<file path="src/include/smbtc_pkg.sv">
package smbtc_pkg;

  // ----------------------------------------------------------------
  // Register offsets and reset values
  // ----------------------------------------------------------------
  localparam logic [7:0]  CFG_OFFSET = 8'h00;
  localparam logic [7:0]  CTL_OFFSET = 8'h04;
  localparam logic [7:0]  DAT_OFFSET = 8'h08;
  localparam logic [7:0]  CFG_RESET  = 8'h00;
  localparam logic [8:0]  CTL_RESET  = 9'h000;
  localparam logic [7:0]  DAT_RESET  = 8'h00;

  // ----------------------------------------------------------------
  // Bit timing in system clocks and source periods
  // ----------------------------------------------------------------
  localparam logic [3:0]  HOLD_STD   = 4'h3;
  localparam logic [3:0]  HOLD_EXT   = 4'hc;
  localparam logic [3:0]  SETUP_STD  = 4'h1;
  localparam logic [3:0]  SETUP_EXT  = 4'hb;
  localparam logic [1:0]  LOW_TICKS  = 2'h1;
  localparam logic [1:0]  HIGH_TICKS = 2'h2;
  localparam logic [3:0]  FREE_TICKS = 4'ha;
  localparam logic [3:0]  LAST_DATA  = 4'h7;
  localparam logic [3:0]  ACK_SLOT   = 4'h8;

  // ----------------------------------------------------------------
  // Field layouts
  // ----------------------------------------------------------------
  typedef struct packed {
    logic       interfaceEnable;
    logic       slaveInhibit;
    logic       busy;
    logic       sdaHoldExtension;
    logic       sclLowTimeoutEnable;
    logic       busFreeTimeoutEnable;
    logic       clockSourceSelectHi;
    logic       clockSourceSelectLo;
  } smbtc_cfg_t;

  typedef struct packed {
    logic       stopSeen;
    logic       txMode;
    logic       master;
    logic       ackIn;
    logic       hwAck;
    logic       eventFlag;
    logic       ackOut;
    logic       stopReq;
    logic       startReq;
  } smbtc_ctl_t;

  localparam int CTL_W = $bits(smbtc_ctl_t);

  // ----------------------------------------------------------------
  // Master clock generator states
  // ----------------------------------------------------------------
  typedef enum logic [2:0] {
    M_IDLE  = 3'b000,
    M_START = 3'b001,
    M_LOW   = 3'b010,
    M_HIGH  = 3'b011,
    M_STOP  = 3'b100
  } smbtc_mst_t;

endpackage

</file>
<file path="src/core/smbtc_core.sv">
// Decided for this implementation: the register addresses and register access over APB.
`timescale 1ns/1ps
// Functional notes
// [RL1] Slaves may stretch SCL low; master waits for SCL really high.
// [RL2] Low clock beyond 25 ms is a timeout; communication reset within 10 ms.
// [RL3] With timeout enabled, timer reloads while SCL high, counts while low.
// [RL4] Software sets timer to 25 ms and recovers by disable then enable.
// [RL5] Bus free once SCL and SDA high for over 10 source periods.
// [RL6] A pending master START is issued when the free timeout expires.
// [RL7] Software keeps the selected source running, even for slave-only use.
// [RL8] An event is raised for every data byte and address byte.
// [RL9] Without hardware ack: transmit after ACK, receive before ACK.
// [RL10] With hardware ack the byte event always follows the ACK bit.
// [RL11] Events also on master START generated and slave STOP detected.
// [RL12] Interface enable turns on both master and slave handling.
// [RL13] Inhibited slave keeps watching, NACKs addresses, raises no events.
// [RL14] Slave inhibit takes effect from the next START only.
// [RL15] Source select 00 t0, 01 t1, 10 t2 high, 11 t2 low overflow.
// [RL16] Selected source used only for master timing and free timeout.
// [RL17] Master minimum SCL low and high are one source period each.
// [RL18] Unstretched master SCL is two periods high, one low.
// [RL19] Master bit rate never exceeds the minimum high and low limits.
// [RL20] Normal hold at least 3 clocks; setup at least 1 clock plus delay.
// [RL21] Extended timing: setup at least 11 clocks, hold at least 12.
// [RL22] Software delay runs from data or ACK write to flag clear.
// [RL23] Busy set during a transfer, cleared on STOP or free timeout.
// [RL24] Master counts SCL high only after seeing SCL actually high.
module smbtc_core
  import smbtc_pkg::*;
(
  // Clock and reset
  input  wire logic        clk,
  input  wire logic        rst_n,
  input  wire logic        clkEn,
  // APB slave
  input  wire logic [7:0]  paddr,
  input  wire logic        psel,
  input  wire logic        penable,
  input  wire logic        pwrite,
  input  wire logic [31:0] pwdata,
  output logic      [31:0] prdata,
  output logic             pready,
  output logic             pslverr,
  // Timer overflow pulses
  input  wire logic        timer0Ovf,
  input  wire logic        timer1Ovf,
  input  wire logic        timer2HiOvf,
  input  wire logic        timer2LoOvf,
  // Timeout timer control
  output logic             timer3Reload,
  output logic             timer3Run,
  // Bus pins
  input  wire logic        sclIn,
  output logic             sclOut,
  output logic             sclOe_n,
  input  wire logic        sdaIn,
  output logic             sdaOut,
  output logic             sdaOe_n,
  // Status
  output logic             eventFlag,
  output logic             busy
);

  // ----------------------------------------------------------------
  // State
  // ----------------------------------------------------------------
  smbtc_cfg_t  cfg_q;
  smbtc_mst_t  mstSt_q, mstSt_d;
  logic [1:0]  tickCnt_q, tickCnt_d;
  logic        mstScl_q, mstScl_d;
  logic        sdaDrv_q, sdaDrv_d;
  logic        sdaUpd;
  logic        sclPrev_q, sdaPrev_q;
  logic [3:0]  freeCnt_q;
  logic [3:0]  holdCnt_q;
  logic [3:0]  setupCnt_q;
  logic [3:0]  bitPos_q;
  logic        sawRise_q;
  logic        updPend_q;
  logic [7:0]  data_q;
  logic        ackIn_q, txMode_q, addrPhase_q;
  logic        slaveAct_q, inhibAct_q, slvHold_q;
  logic        busy_q, eventFlag_q, stopSeen_q;
  logic        startReq_q, stopReq_q, ackOut_q, hwAck_q;
  logic [31:0] prdata_q;
  logic        pready_q, pslverr_q;
  logic        sclOe_n_q, sdaOe_n_q, t3Reload_q, t3Run_q;

  // ----------------------------------------------------------------
  // APB decode
  // ----------------------------------------------------------------
  wire         apbAcc  = psel & penable;
  wire         apbDone = apbAcc & pready_q;
  wire         hitCfg  = (paddr == CFG_OFFSET);
  wire         hitCtl  = (paddr == CTL_OFFSET);
  wire         hitDat  = (paddr == DAT_OFFSET);
  wire         hitAny  = hitCfg | hitCtl | hitDat;
  wire         wrCfg   = apbDone & pwrite & hitCfg;
  wire         wrCtl   = apbDone & pwrite & hitCtl;
  wire         wrDat   = apbDone & pwrite & hitDat;
  wire smbtc_ctl_t wdCtl = smbtc_ctl_t'(pwdata[CTL_W-1:0]);

  wire smbtc_cfg_t cfgRd = '{
    interfaceEnable:      cfg_q.interfaceEnable,
    slaveInhibit:         cfg_q.slaveInhibit,
    busy:                 busy_q,
    sdaHoldExtension:     cfg_q.sdaHoldExtension,
    sclLowTimeoutEnable:  cfg_q.sclLowTimeoutEnable,
    busFreeTimeoutEnable: cfg_q.busFreeTimeoutEnable,
    clockSourceSelectHi:  cfg_q.clockSourceSelectHi,
    clockSourceSelectLo:  cfg_q.clockSourceSelectLo
  };
  wire smbtc_ctl_t ctlRd = '{
    stopSeen:  stopSeen_q,
    txMode:    txMode_q,
    master:    mstSt_q != M_IDLE,
    ackIn:     ackIn_q,
    hwAck:     hwAck_q,
    eventFlag: eventFlag_q,
    ackOut:    ackOut_q,
    stopReq:   stopReq_q,
    startReq:  startReq_q
  };
  wire [31:0]  rdMux = hitCfg ? 32'(cfgRd) :
                       hitCtl ? 32'(ctlRd) :
                       hitDat ? 32'(data_q) : 32'h0000_0000;

  // ----------------------------------------------------------------
  // Bus observation
  // ----------------------------------------------------------------
  wire         enable    = cfg_q.interfaceEnable;
  wire         sclRise   = sclIn & ~sclPrev_q;
  wire         sclFall   = ~sclIn & sclPrev_q;
  wire         startDet  = sclIn & sclPrev_q & sdaPrev_q & ~sdaIn;
  wire         stopDet   = sclIn & sclPrev_q & ~sdaPrev_q & sdaIn;
  wire         master    = (mstSt_q != M_IDLE);
  wire         inXfer    = master | slaveAct_q;
  wire         fallAdv   = sclFall & sawRise_q & inXfer;

  // ----------------------------------------------------------------
  // Clock source and free timeout
  // ----------------------------------------------------------------
  wire [1:0]   srcSel    = {cfg_q.clockSourceSelectHi, cfg_q.clockSourceSelectLo};
  wire [3:0]   srcVec    = {timer2LoOvf, timer2HiOvf, timer1Ovf, timer0Ovf}; // RL15
  wire         srcUse    = master | startReq_q | cfg_q.busFreeTimeoutEnable;
  wire         srcTick   = srcVec[srcSel] & enable & srcUse; // RL16
  wire         freeHigh  = sclIn & sdaIn & cfg_q.busFreeTimeoutEnable & enable;
  wire         freeExpire = freeHigh & srcTick & (freeCnt_q == FREE_TICKS); // RL5

  // ----------------------------------------------------------------
  // Setup, hold and event decode
  // ----------------------------------------------------------------
  wire [3:0]   holdMin   = cfg_q.sdaHoldExtension ? HOLD_EXT : HOLD_STD; // RL20 RL21
  wire [3:0]   setupMin  = cfg_q.sdaHoldExtension ? SETUP_EXT : SETUP_STD; // RL20 RL21
  wire         holdDone  = (holdCnt_q >= holdMin);
  wire         setupOk   = (setupCnt_q >= setupMin);
  wire         lowDone   = (tickCnt_q >= LOW_TICKS);
  wire         stopWant  = stopReq_q & (bitPos_q == 4'h0) & ~sawRise_q;
  wire         slvEvtOk  = slaveAct_q & ~inhibAct_q; // RL13
  wire         evtOk     = master | slvEvtOk;
  wire         startGo   = (mstSt_q == M_IDLE) & (mstSt_d == M_START);
  wire         startEv   = (mstSt_q == M_START) & srcTick; // RL11
  wire         byteEndEv = fallAdv & (bitPos_q == LAST_DATA) & ~txMode_q & ~hwAck_q
                           & evtOk; // RL9
  wire         ackEndEv  = fallAdv & (bitPos_q == ACK_SLOT) & (txMode_q | hwAck_q)
                           & evtOk; // RL9 RL10
  wire         stopEv    = stopDet & slvEvtOk; // RL11
  wire         eventSet  = startEv | byteEndEv | ackEndEv | stopEv; // RL8
  wire         updGo     = updPend_q & holdDone & ~eventFlag_q & inXfer
                           & ~(master & stopWant); // RL22
  wire [2:0]   bitIdx    = 3'(LAST_DATA[2:0] - bitPos_q[2:0]);
  wire         ackDrive  = (slaveAct_q & inhibAct_q) ? 1'b0 :
                           (hwAck_q ? 1'b1 : ackOut_q); // RL13
  wire         bitVal    = (bitPos_q < ACK_SLOT) ? (txMode_q & ~data_q[bitIdx])
                                                 : (~txMode_q & ackDrive);
  wire         rwBit     = data_q[0];

  // ----------------------------------------------------------------
  // Master SCL generator
  // ----------------------------------------------------------------
  always_comb begin
    mstSt_d   = mstSt_q;
    tickCnt_d = tickCnt_q;
    mstScl_d  = mstScl_q;
    if (!enable) begin
      mstSt_d   = M_IDLE;
      tickCnt_d = 2'h0;
      mstScl_d  = 1'b0;
    end else begin
      case (mstSt_q)
        M_IDLE: begin
          if (startReq_q && !slaveAct_q && (!busy_q || freeExpire)) begin // RL6
            mstSt_d   = M_START;
            tickCnt_d = 2'h0;
          end
        end
        M_START: begin
          if (srcTick) begin
            mstSt_d   = M_LOW;
            mstScl_d  = 1'b1;
            tickCnt_d = 2'h0;
          end
        end
        M_LOW: begin
          if (srcTick && !lowDone) begin
            tickCnt_d = 2'(tickCnt_q + 2'h1); // RL17
          end
          if (stopWant && holdDone && !eventFlag_q) begin
            mstSt_d   = M_STOP;
            tickCnt_d = 2'h0;
          end else if (lowDone && setupOk && !eventFlag_q && !updPend_q) begin // RL19
            mstSt_d   = M_HIGH;
            mstScl_d  = 1'b0;
            tickCnt_d = 2'h0;
          end
        end
        M_HIGH: begin
          if (!sclIn) begin
            if (tickCnt_q != 2'h0) begin // RL1
              mstSt_d   = M_LOW;
              mstScl_d  = 1'b1;
              tickCnt_d = 2'h0;
            end
          end else if (srcTick) begin // RL24
            if (tickCnt_q == 2'(HIGH_TICKS - 2'h1)) begin // RL18
              mstSt_d   = M_LOW;
              mstScl_d  = 1'b1;
              tickCnt_d = 2'h0;
            end else begin
              tickCnt_d = 2'(tickCnt_q + 2'h1);
            end
          end
        end
        M_STOP: begin
          if (mstScl_q) begin
            if (srcTick && setupOk) begin
              mstScl_d = 1'b0;
            end
          end else if (sclIn && srcTick) begin
            mstSt_d = M_IDLE;
          end
        end
        default: begin
          mstSt_d = M_IDLE;
        end
      endcase
    end
  end

  // ----------------------------------------------------------------
  // SDA drive selection
  // ----------------------------------------------------------------
  always_comb begin
    sdaDrv_d = sdaDrv_q;
    sdaUpd   = 1'b0;
    if (!enable) begin
      sdaDrv_d = 1'b0;
    end else if (startGo) begin
      sdaDrv_d = 1'b1;
      sdaUpd   = 1'b1;
    end else if ((mstSt_q == M_LOW) && (mstSt_d == M_STOP)) begin
      sdaDrv_d = 1'b1;
      sdaUpd   = 1'b1;
    end else if ((mstSt_q == M_STOP) && (mstSt_d == M_IDLE)) begin
      sdaDrv_d = 1'b0;
    end else if (updGo) begin // RL20 RL21
      sdaDrv_d = bitVal;
      sdaUpd   = 1'b1;
    end else if (!inXfer) begin
      sdaDrv_d = 1'b0;
    end
  end

  always_ff @(posedge clk or negedge rst_n) begin
    if (!rst_n) begin
      mstSt_q   <= M_IDLE;
      tickCnt_q <= 2'h0;
      mstScl_q  <= 1'b0;
      sdaDrv_q  <= 1'b0;
    end else if (clkEn) begin
      mstSt_q   <= mstSt_d;
      tickCnt_q <= tickCnt_d;
      mstScl_q  <= mstScl_d;
      sdaDrv_q  <= sdaDrv_d;
    end
  end

  // ----------------------------------------------------------------
  // Timing counters
  // ----------------------------------------------------------------
  always_ff @(posedge clk or negedge rst_n) begin
    if (!rst_n) begin
      sclPrev_q  <= 1'b1;
      sdaPrev_q  <= 1'b1;
      freeCnt_q  <= 4'h0;
      holdCnt_q  <= 4'h0;
      setupCnt_q <= 4'h0;
    end else if (clkEn) begin
      sclPrev_q <= sclIn;
      sdaPrev_q <= sdaIn;
      if (!freeHigh) begin
        freeCnt_q <= 4'h0;
      end else if (srcTick && freeCnt_q <= FREE_TICKS) begin
        freeCnt_q <= 4'(freeCnt_q + 4'h1);
      end
      if (sclFall) begin
        holdCnt_q <= 4'h0;
      end else if (holdCnt_q != 4'hf) begin
        holdCnt_q <= 4'(holdCnt_q + 4'h1);
      end
      if (sdaUpd) begin
        setupCnt_q <= 4'h0;
      end else if (setupCnt_q != 4'hf) begin
        setupCnt_q <= 4'(setupCnt_q + 4'h1);
      end
    end
  end

  // ----------------------------------------------------------------
  // Byte engine
  // ----------------------------------------------------------------
  always_ff @(posedge clk or negedge rst_n) begin
    if (!rst_n) begin
      bitPos_q    <= 4'h0;
      sawRise_q   <= 1'b0;
      updPend_q   <= 1'b0;
      data_q      <= DAT_RESET;
      ackIn_q     <= 1'b0;
      txMode_q    <= 1'b0;
      addrPhase_q <= 1'b0;
    end else if (clkEn) begin
      if (startDet || startEv) begin
        bitPos_q    <= 4'h0;
        sawRise_q   <= 1'b0;
        addrPhase_q <= 1'b1;
        txMode_q    <= startEv;
      end else if (sclRise && inXfer) begin
        sawRise_q <= 1'b1;
        if (bitPos_q == ACK_SLOT) begin
          ackIn_q <= ~sdaIn;
        end else if (!txMode_q) begin
          data_q <= {data_q[6:0], sdaIn};
        end
      end else if (fallAdv) begin
        sawRise_q <= 1'b0;
        if (bitPos_q == ACK_SLOT) begin
          bitPos_q    <= 4'h0;
          addrPhase_q <= 1'b0;
          if (addrPhase_q) begin
            txMode_q <= master ? ~rwBit : rwBit;
          end
        end else begin
          bitPos_q <= 4'(bitPos_q + 4'h1);
        end
      end else if (wrDat) begin
        data_q <= pwdata[7:0];
      end
      if (!inXfer || updGo) begin
        updPend_q <= 1'b0;
      end else if (sclFall) begin
        updPend_q <= 1'b1;
      end
    end
  end

  // ----------------------------------------------------------------
  // Slave tracking and busy
  // ----------------------------------------------------------------
  always_ff @(posedge clk or negedge rst_n) begin
    if (!rst_n) begin
      slaveAct_q <= 1'b0;
      inhibAct_q <= 1'b0;
      slvHold_q  <= 1'b0;
      busy_q     <= 1'b0;
    end else if (clkEn) begin
      if (!enable || stopDet || freeExpire) begin // RL2
        slaveAct_q <= 1'b0;
      end else if (startDet && !master) begin // RL12
        slaveAct_q <= 1'b1;
        inhibAct_q <= cfg_q.slaveInhibit; // RL14
      end else if (fallAdv && addrPhase_q && bitPos_q == ACK_SLOT && inhibAct_q) begin
        slaveAct_q <= 1'b0; // RL13
      end
      slvHold_q <= slaveAct_q & eventFlag_q & (~sclIn | slvHold_q); // RL1
      if (!enable) begin
        busy_q <= 1'b0;
      end else if (startDet || startGo) begin // RL23
        busy_q <= 1'b1;
      end else if (stopDet || freeExpire) begin // RL23
        busy_q <= 1'b0;
      end
    end
  end

  // ----------------------------------------------------------------
  // Software registers and event flag
  // ----------------------------------------------------------------
  always_ff @(posedge clk or negedge rst_n) begin
    if (!rst_n) begin
      cfg_q       <= smbtc_cfg_t'(CFG_RESET);
      startReq_q  <= CTL_RESET[0];
      stopReq_q   <= CTL_RESET[1];
      ackOut_q    <= CTL_RESET[2];
      eventFlag_q <= CTL_RESET[3];
      hwAck_q     <= CTL_RESET[4];
      stopSeen_q  <= CTL_RESET[8];
    end else if (clkEn) begin
      if (wrCfg) begin
        cfg_q <= smbtc_cfg_t'(pwdata[7:0]);
      end
      if (wrCtl) begin
        ackOut_q <= wdCtl.ackOut;
        hwAck_q  <= wdCtl.hwAck;
      end
      if (startEv) begin
        startReq_q <= 1'b0;
      end else if (wrCtl) begin
        startReq_q <= wdCtl.startReq;
      end
      if ((mstSt_q == M_STOP) && (mstSt_d == M_IDLE)) begin
        stopReq_q <= 1'b0;
      end else if (wrCtl) begin
        stopReq_q <= wdCtl.stopReq;
      end
      if (eventSet) begin // RL8
        eventFlag_q <= 1'b1;
      end else if (wrCtl && !wdCtl.eventFlag) begin
        eventFlag_q <= 1'b0;
      end
      if (stopEv) begin
        stopSeen_q <= 1'b1;
      end else if (wrCtl && !wdCtl.eventFlag) begin
        stopSeen_q <= 1'b0;
      end
    end
  end

  // ----------------------------------------------------------------
  // Output flops and APB answer
  // ----------------------------------------------------------------
  always_ff @(posedge clk or negedge rst_n) begin
    if (!rst_n) begin
      prdata_q   <= 32'h0000_0000;
      pready_q   <= 1'b0;
      pslverr_q  <= 1'b0;
      sclOe_n_q  <= 1'b1;
      sdaOe_n_q  <= 1'b1;
      t3Reload_q <= 1'b0;
      t3Run_q    <= 1'b0;
    end else if (clkEn) begin
      pready_q   <= apbAcc & ~pready_q;
      pslverr_q  <= apbAcc & ~pready_q & ~hitAny;
      if (apbAcc && !pready_q) begin
        prdata_q <= pwrite ? 32'h0000_0000 : rdMux;
      end
      sclOe_n_q  <= ~(mstScl_q | slvHold_q);
      sdaOe_n_q  <= ~sdaDrv_q;
      t3Reload_q <= cfg_q.sclLowTimeoutEnable & enable & sclIn; // RL3
      t3Run_q    <= cfg_q.sclLowTimeoutEnable & enable & ~sclIn; // RL3
    end
  end

  assign prdata       = prdata_q;
  assign pready       = pready_q;
  assign pslverr      = pslverr_q;
  assign sclOut       = 1'b0;
  assign sdaOut       = 1'b0;
  assign sclOe_n      = sclOe_n_q;
  assign sdaOe_n      = sdaOe_n_q;
  assign timer3Reload = t3Reload_q;
  assign timer3Run    = t3Run_q;
  assign eventFlag    = eventFlag_q;
  assign busy         = busy_q;

endmodule

</file>
<file path="config.mk">
export PLATFORM = sky130hd
export DESIGN_NAME = smbtc_core
export DESIGN_NICKNAME = d
export VERILOG_FILES = /design/src/include/smbtc_pkg.sv /design/src/core/smbtc_core.sv
export SDC_FILE = /design/constraint.sdc
export NUM_CORES = 1
export LEC_CHECK = 0
export ABC_AREA = 1
export BUFFER_PORTS_ARGS = -buffer_cell sky130_fd_sc_hd__buf_2
export CAP_MARGIN = 20
export CORE_MARGIN = 8
export CORE_UTILIZATION = 57
export CTS_BUF_LIST = sky130_fd_sc_hd__clkbuf_4
export CTS_CLUSTER_DIAMETER = 30
export DETAILED_ROUTE_END_ITERATION = 6
export MAX_ROUTING_LAYER = met4
export PLACE_DENSITY = 0.93
export SYNTH_ARGS = -nofsm -noshare
export SYNTH_HDL_FRONTEND = slang
export SYNTH_SLANG_ARGS = --single-unit
export TNS_END_PERCENT = 10
</file>
<file path="constraint.sdc">
create_clock -name clk -period 2.5 [get_ports clk]
set_input_delay 0.5 -clock clk [delete_from_list [all_inputs] [get_ports clk]]
set_output_delay 0.5 -clock clk [all_outputs]
set_load 0.1 [all_outputs]
</file>
==> results of run 1 <==
## cell families after synthesis
family / count (synthesis) / share of synthesized area
AO/OA/AOI/OAI: 124 / 0.171
XOR/XNOR: 3 / 0.00598
adder cells (fa/ha/maj): 16 / 0.0455
buffers and inverters: 116 / 0.125
flip-flops: 70 / 0.400
multiplexers: 4 / 0.0102
other: 1 / 0.000853
AND/OR/NAND/NOR: 228 / 0.242
## stage by stage
stage / hold WS, ns / setup WS (ns)
after floorplan: 0.204 / 0.524
after global placement: 0.426 / 0.338
after detailed placement: 0.431 / 0.228
after CTS: 0.278 / 0.305
after global routing: 0.282 / 0.0339
final: 0.288 / 0.251
## synth_stat cells (all sizes together)
cell	number	area share
nand2	109	0.10
inv	77	0.066
dfrtp	66	0.38
o21ai	63	0.074
nand3	47	0.057
nor2	46	0.043
buf	32	0.052
a21oi	25	0.028
ha	16	0.046
nand4	11	0.017
nor3	10	0.014
a221oi	8	0.016
o211ai	8	0.016
clkinv	4	0.0037
dfstp	4	0.024
mux2	4	0.010
o31ai	4	0.0068
a31oi	3	0.0043
clkbuf	3	0.0026
o221ai	3	0.0060
a32o	2	0.0046
nor4	2	0.0028
o21a	2	0.0034
xor2	2	0.0040
a211oi	1	0.0017
a2bb2oi	1	0.0020
conb	1	0.00085
nand3b	1	0.0017
nor3b	1	0.0017
o2111ai	1	0.0020
o211a	1	0.0023
o22ai	1	0.0014
o41ai	1	0.0020
or2	1	0.0014
xnor2	1	0.0020
## path summary, 6_finish.rpt
path	cells after the start	startpoint	slack, ns	to
setup / recovery	14	cfgRd[0]	0.25	data_q[5]
hold / removal	2	sdaIn	0.29	ackIn_q
setup reg to reg	14	cfgRd[0]	0.25	data_q[5]
hold reg to reg	1	sdaDrv_q	0.46	sdaOe_n
max in group asynchronous	3	rst_n	1.32	sclOe_n
min in group asynchronous	2	rst_n	0.50	prdata[6]
## layout make-up
type	instances	area, µm²
Multi-Input combinational cell	400	2180
Fill cell	658	2780
Clock inverter	7	73.8
Inverter	81	308
Timing Repair Buffer	55	318
Tap cell	102	128
Clock buffer	9	67.6
Sequential cell	70	1760
## per-layer routing
layer  track usage  up-vias  wire length, µm
met1         0.270     2033             4740
met4         0.123        0              513
met2         0.370      230             5780
li1              -     1949                -
met5             -        -                0
met3        0.0613       56             1080
## layout by cell type, fill, tap and decap left out, types with 16 or more instances in the layout
cell type and instances:
a21oi_1 25, buf_2 44, conb_1 25, dfrtp_1 66
ha_1 16, inv_1 71, nand2_1 102, nand3_1 44
nor2_1 43, o21ai_0 59
## power by group through the flow
stage                     combinational, mW  clock (mW)  sequential, mW
final                                 0.819       0.760            1.35
after floorplan                       0.618           0            1.39
after global routing                  0.920       0.813            1.36
after CTS                             0.816       0.767            1.35
after detailed placement              0.807           0            1.37
after global placement                0.771           0            1.36
## flip-flops by register name (all words and copies together), names as in the netlist, 3 cells and up
register / cells
holdCnt_q: 4
freeCnt_q: 4
mstSt_q: 3
prdata: 9
data_q: 8
setupCnt_q: 4
cfgRd: 6
bitPos_q: 4
==> metrics.md, run 1 <==
| Metric | Value |
|---|---|
| Routed vias | 4268 |
| Lkg Pwr | 2.46 nW |
| Worst Setup Start Kind | flip-flop |
| Gr usage total | 0.235 |
| Final Power | a little under 3 mW |
| Crit path arrival time | 2.62 ns |
| Die width | about 100 µm |
| DRC violations left | 0 |
| Slowest-stage cell, CP | dfrtp_1 |
| Setup bufs post-CTS | 0 |
| Antenna Nets Post-Route | 0 |
| Final instance area | a little under 5000 µm² |
| Setup TNS Final | 0 ns |
| Detailed Routing Iterations Pass 1 | 6 |
| Port Buffer Count | 44 |
| Clk sink count | 70 |
| H-tree Lvls | 3 |
| Relative slew slack | 0.632 |
| Full die area | 10800 µm² |
| Outcome | finished, final reports clean |
| Critical path capture point type | flip-flop |
| Final net count | 685 |
| Finished Core Util | 0.635 |
| Combinational share of power | 0.279 |
| Post-cts resize count | 0 |
| Final GP Congestion | 1.00 |
| DIE HEIGHT | around 100 µm |
| Hold Fails Final Rpt | 0 |
| RSZ-0062 raised after global routing | no |
| Fin. max-slew vios | 0 |
| Period utilisation layout | 0.900 |
| GRT Residual Overflow | 0 |
| Initial Util | 0.578 |
| Delay of the slowest critical-path stage | 0.45 ns |
| Share of layout cells above drive strength 1 | 0.167 |
| Most Frequent Cell on Critical Path | nand2_4 |
| Num CTS Buffers | 9 |
| Clock Path Buffers | 2 |
| Max cap viols | 0 |
| Sw frac | 0.395 |
| Final setup viols | 0 |
| Mapped Cells | 562 |
| Largest net degree at the start of global routing | 37 |
| WS Path Type | flip-flop to flip-flop |
| P_sw | 1.16 mW |
| Number of global-route vias before repair | 4147 |
| Clock transition at path regs | 0.13 ns |
| Root Buffer | clkbuf_4 |
| Crit path cell chain | inv_1 > nand2_1 > nand3b_1 > nand2_1 > nand2_4 > inv_4 > nand2_4 > nand2_4 > clkinv_2 > nand2_4 > nor3_4 > buf_4 > o211ai_1 > o21ai_0 |
| Measured slew at the worst slew-check pin | 0.551 ns |
| Mapped Avg Cell Area | 7.82 µm² |
| Initial antenna violation count | 0 |
| Post-DP HPWL | 8980 µm |
| Placed cell areas | 4680 µm² |
| Max IR drop VDD | 376 µV |
| WL/cell | 16.7 µm |
| Sequential share of the synthesized area | 0.400 |
| Peak Freq | 445 MHz |
| Clock power frac | 0.260 |
| Placed cells | between 700 and 800 |
| Highest net fanout along the worst path | 12 |
| Area Growth Syn to Fin | 9.91% |
| Int Power | 1.77 mW |
| Netlist cell types | 51 |
| I/O pins | 94 |
| Fin cells | a little over 700 |
| Warnings, synthesis | 0 |
| Hold Buf Count CTS | 1 |
| N_diodes | 0 |
| Initial DRC count | 399 |
| Class of the worst hold path | primary input to flip-flop |
| Power Density | approximately 610 nW/µm² |
| Via-to-Cell Ratio | 5.90 |
| Mapped Area | approximately 4400 µm² |
| Clk_lat worst skew | 0.44 ns |
| Seq pwr share | 0.461 |
| Core footprint | 7610 µm² |
| Routed wire length | 12100 µm |
| Worst path bufs/invs | 4 |
| Delay-heaviest family, CP | simple AND/OR/NAND/NOR gates |
| WP data required | 2.87 ns |
| Clk_skew | between 0.015 and 0.02 ns |
| CTS tree | built |
| First-pass GRT wire length | around 20000 µm |
| Tmin final | 2.25 ns |
| FF+latch count, synth | 70 |
| Placement Rows | 32 |
Power figures use the tool's default switching activity.
==> run 2: changes to the inputs <==
ABC_AREA = 0   (was 1)
BUFFER_PORTS_ARGS = not set   (was -buffer_cell sky130_fd_sc_hd__buf_2)
CORE_UTILIZATION = 66   (was 57)
DONT_BUFFER_PORTS = 1   (was not set)
PLACE_DENSITY = 0.92   (was 0.93)
==> metrics.md, run 2 <==
| Metric | Value |
|---|---|
| Outcome | finished, final reports clean |
| CTS tree | built |
| Fillers | 483 |
| Post-synth top cells | 66 x dfrtp_1, 52 x nand2_1, 34 x o21ai_0 |
| Netlist cell types | 66 |
| Seq pwr share | 0.467 |
| Relative slew slack | 0.371 |
| Initial DRC count | 273 |
| Number of flops mapped to enable cells by yosys | 0 |
| N_diodes | 0 |
| End of the worst hold path | sclPrev_q |
| First-pass GRT wire length | between 20000 and 25000 µm |
| P_sw | 1.05 mW |
| Max cap viols | 0 |
| Worst Setup Start Kind | flip-flop |
| Final GP Congestion | 0.959 |
| Power Density | 590 nW/µm² |
| Routed vias | 4022 |
| Clock Path Buffers | 2 |
| Crit path arrival time | 2.72 ns |
| Synth top area share | 0.366 |
| Share of layout cells above drive strength 1 | 0.194 |
| Max reg flops | 9 |
| Sw frac | 0.361 |
| Number of global-route vias before repair | 4036 |
| Mapped Cells | about 500 |
| Mapped Area | 4520 µm² |
| Antenna Nets Post-Route | 0 |
| Final setup viols | 0 |
| Hold Slack | 0.129 ns |
| Class of the worst hold path | primary input to flip-flop |
| Setup TNS Final | 0 ns |
| Final Power | 2.92 mW |
| Critical path capture point type | flip-flop |
| Clk_lat worst skew | 0.44 ns |
| WL/cell | 19.9 µm |
| Final net count | 590 |
| Slowest-stage cell, CP | or3_1 |
| Commonest non-fill, non-tap cell in the layout | dfrtp_1 |
| Post-synth top area cell | dfrtp_1 |
| Routed wire length | between 10000 and 15000 µm |
| Delay of the slowest critical-path stage | between 0.4 and 0.5 ns |
| Clock power frac | 0.286 |
| Finished Core Util | 0.736 |
| GRT Residual Overflow | 0 |
| Clock transition at path regs | ~0.12 ns |
| Area Growth Syn to Fin | 9.53% |
| Largest net degree at the start of global routing | 71 |
| Max IR drop VDD | between 400 and 500 µV |
| Post-DP HPWL | approximately 9000 µm |
| HP Start | clkEn |
| Placement Rows | 30 |
| Hold Fails Final Rpt | 0 |
| Combinational share of power | 0.247 |
| Setup bufs post-CTS | 0 |
| H-tree Lvls | 3 |
| Cell with the most instances after synthesis | dfrtp_1 |
| Tmin final | between 2 and 2.5 ns |
| Async SR Flop Fraction | 1.00 |
| Measured slew at the worst slew-check pin | 0.944 ns |
| Crit path cell chain | buf_4 > or3_1 > nor3_1 > nor3b_1 > o31ai_1 > nor4_1 > a221o_1 |
| Full die area | 9750 µm² |
| Critical path depth | 7 |
| Period utilisation layout | 0.953 |
| FF+latch count, synth | 70 |
| Final instance area | 4950 µm² |
| DRC violations left | 0 |
| Clk_skew | 0.0115 ns |
| Hold path depth | 1 |
| Root Buffer | clkbuf_4 |
| RR Endpoint | tickCnt_q[0] |
| Worst path bufs/invs | 1 |
| Most frequent cells in the layout | 66 x dfrtp_1, 52 x nand2_1, 38 x buf_4 |
| Warnings, synthesis | 0 |
| Clk sink count | 70 |
| R2R Path Start | mstSt_q[1] |
| WP data required | 2.84 ns |
| Num CTS Buffers | 9 |
| Peak Freq | 420 MHz |
| RSZ-0062 raised after global routing | yes |
| Die width | just under 100 µm |
| Delay-heaviest family, CP | simple AND/OR/NAND/NOR gates |
| Flop2flop setup slack | 0.12 ns |
| Initial Util | 0.672 |
| Detailed Routing Iterations Pass 1 | 5 |
| Via-to-Cell Ratio | 6.63 |
| Int Power | ~1.9 mW |
| I/O pins | 94 |
| Sequential share of the synthesized area | 0.389 |
| Mapped Avg Cell Area | 9.13 µm² |
| Top post-synthesis cells by area | dfrtp_1 37%, mux2_2 6.7%, ha_1 4.4% |
| Placed cell areas | 4730 µm² |
| DIE HEIGHT | 98.7 µm |
| WS Path Type | flip-flop to flip-flop |
| Fin. max-slew vios | 0 |
| Port Buffer Count | 0 |
| Synth Flop Type | dfrtp_1 |
| Highest net fanout along the worst path | 7 |
| Gr usage total | 0.262 |
| Worst reg-to-reg path cell count | 7 |
| Initial antenna violation count | 0 |
| Lkg Pwr | 2.18 nW |
| Core footprint | between 6000 and 7000 µm² |
[run 2: logic make-up after synthesis]
kind of cell,Yosys count,share of synthesized area
AND/OR/NAND/NOR,163,0.195
AO/OA/AOI/OAI,127,0.186
buffers and inverters,82,0.0894
flip-flops,70,0.389
multiplexers,36,0.0955
adder cells (fa/ha/maj),16,0.0443
other,1,0.000830
[run 2: power by group through the flow]
stage	clock network, mW	registers, mW	logic (mW)
global route	0.883	1.38	0.791
finish	0.834	1.36	0.720
floorplan	0	1.37	0.552
detailed placement	0	1.38	0.659
global placement	0	1.37	0.620
CTS	0.839	1.36	0.714
[run 2: repair_timing]
item / CTS / global route
hold buffers: 2 / 0
pin swaps: 0 / 3
endpoints found under the hold margin: 70 / 0
setup endpoints to repair: 13 / 17
resized for setup: 3 / 5
[run 2: per-layer routing]
metal	wire, µm	global-route usage
met1	4520	0.294
met2	5970	0.434
met3	1170	0.0803
met4	401	0.0921
met5	0	-
[run 2: area by class of cell]
class / instances / area (µm²) / area share
Sequential cell: 70 / 1760 / 0.355
Multi-Input combinational cell: 367 / 2480 / 0.501
Timing Repair Buffer: 41 / 334 / 0.0675
Clock inverter: 7 / 88.8 / 0.0180
Tap cell: 80 / 100 / 0.0202
Inverter: 33 / 124 / 0.0250
Clock buffer: 9 / 67.6 / 0.0137
[run 2: worst reg2reg max path: cells and delay by family, from the launching register on]
family                 cells  cell delay (ns)
buffers and inverters      1             0.16
DFF                        1             0.41
and+or+nand+nor            4             1.06
AOI/OAI and AO/OA          2             0.65
[run 2: metrics by stage]
stage / instances / setup slack [ns]
2_1_floorplan: 519 / 0.106
3_3_place_gp: 589 / 0.0460
3_5_place_dp: 589 / -0.0463
4_1_cts: 607 / 0.0144
5_1_grt: 607 / -0.000405
6_report: 607 / 0.117
[run 2: worst max path at each step]
stage / end / start / slack [ns]
after detailed placement: setupCnt_q[0] / cfgRd[4] / -0.05
after global routing: busy / mstSt_q[1] / -0.0004
after global placement: data_q[1] / mstSt_q[1] / 0.05
after floorplan: data_q[0] / mstSt_q[0] / 0.11
final: tickCnt_q[0] / mstSt_q[1] / 0.12
after CTS: setupCnt_q[1] / mstSt_q[1] / 0.01
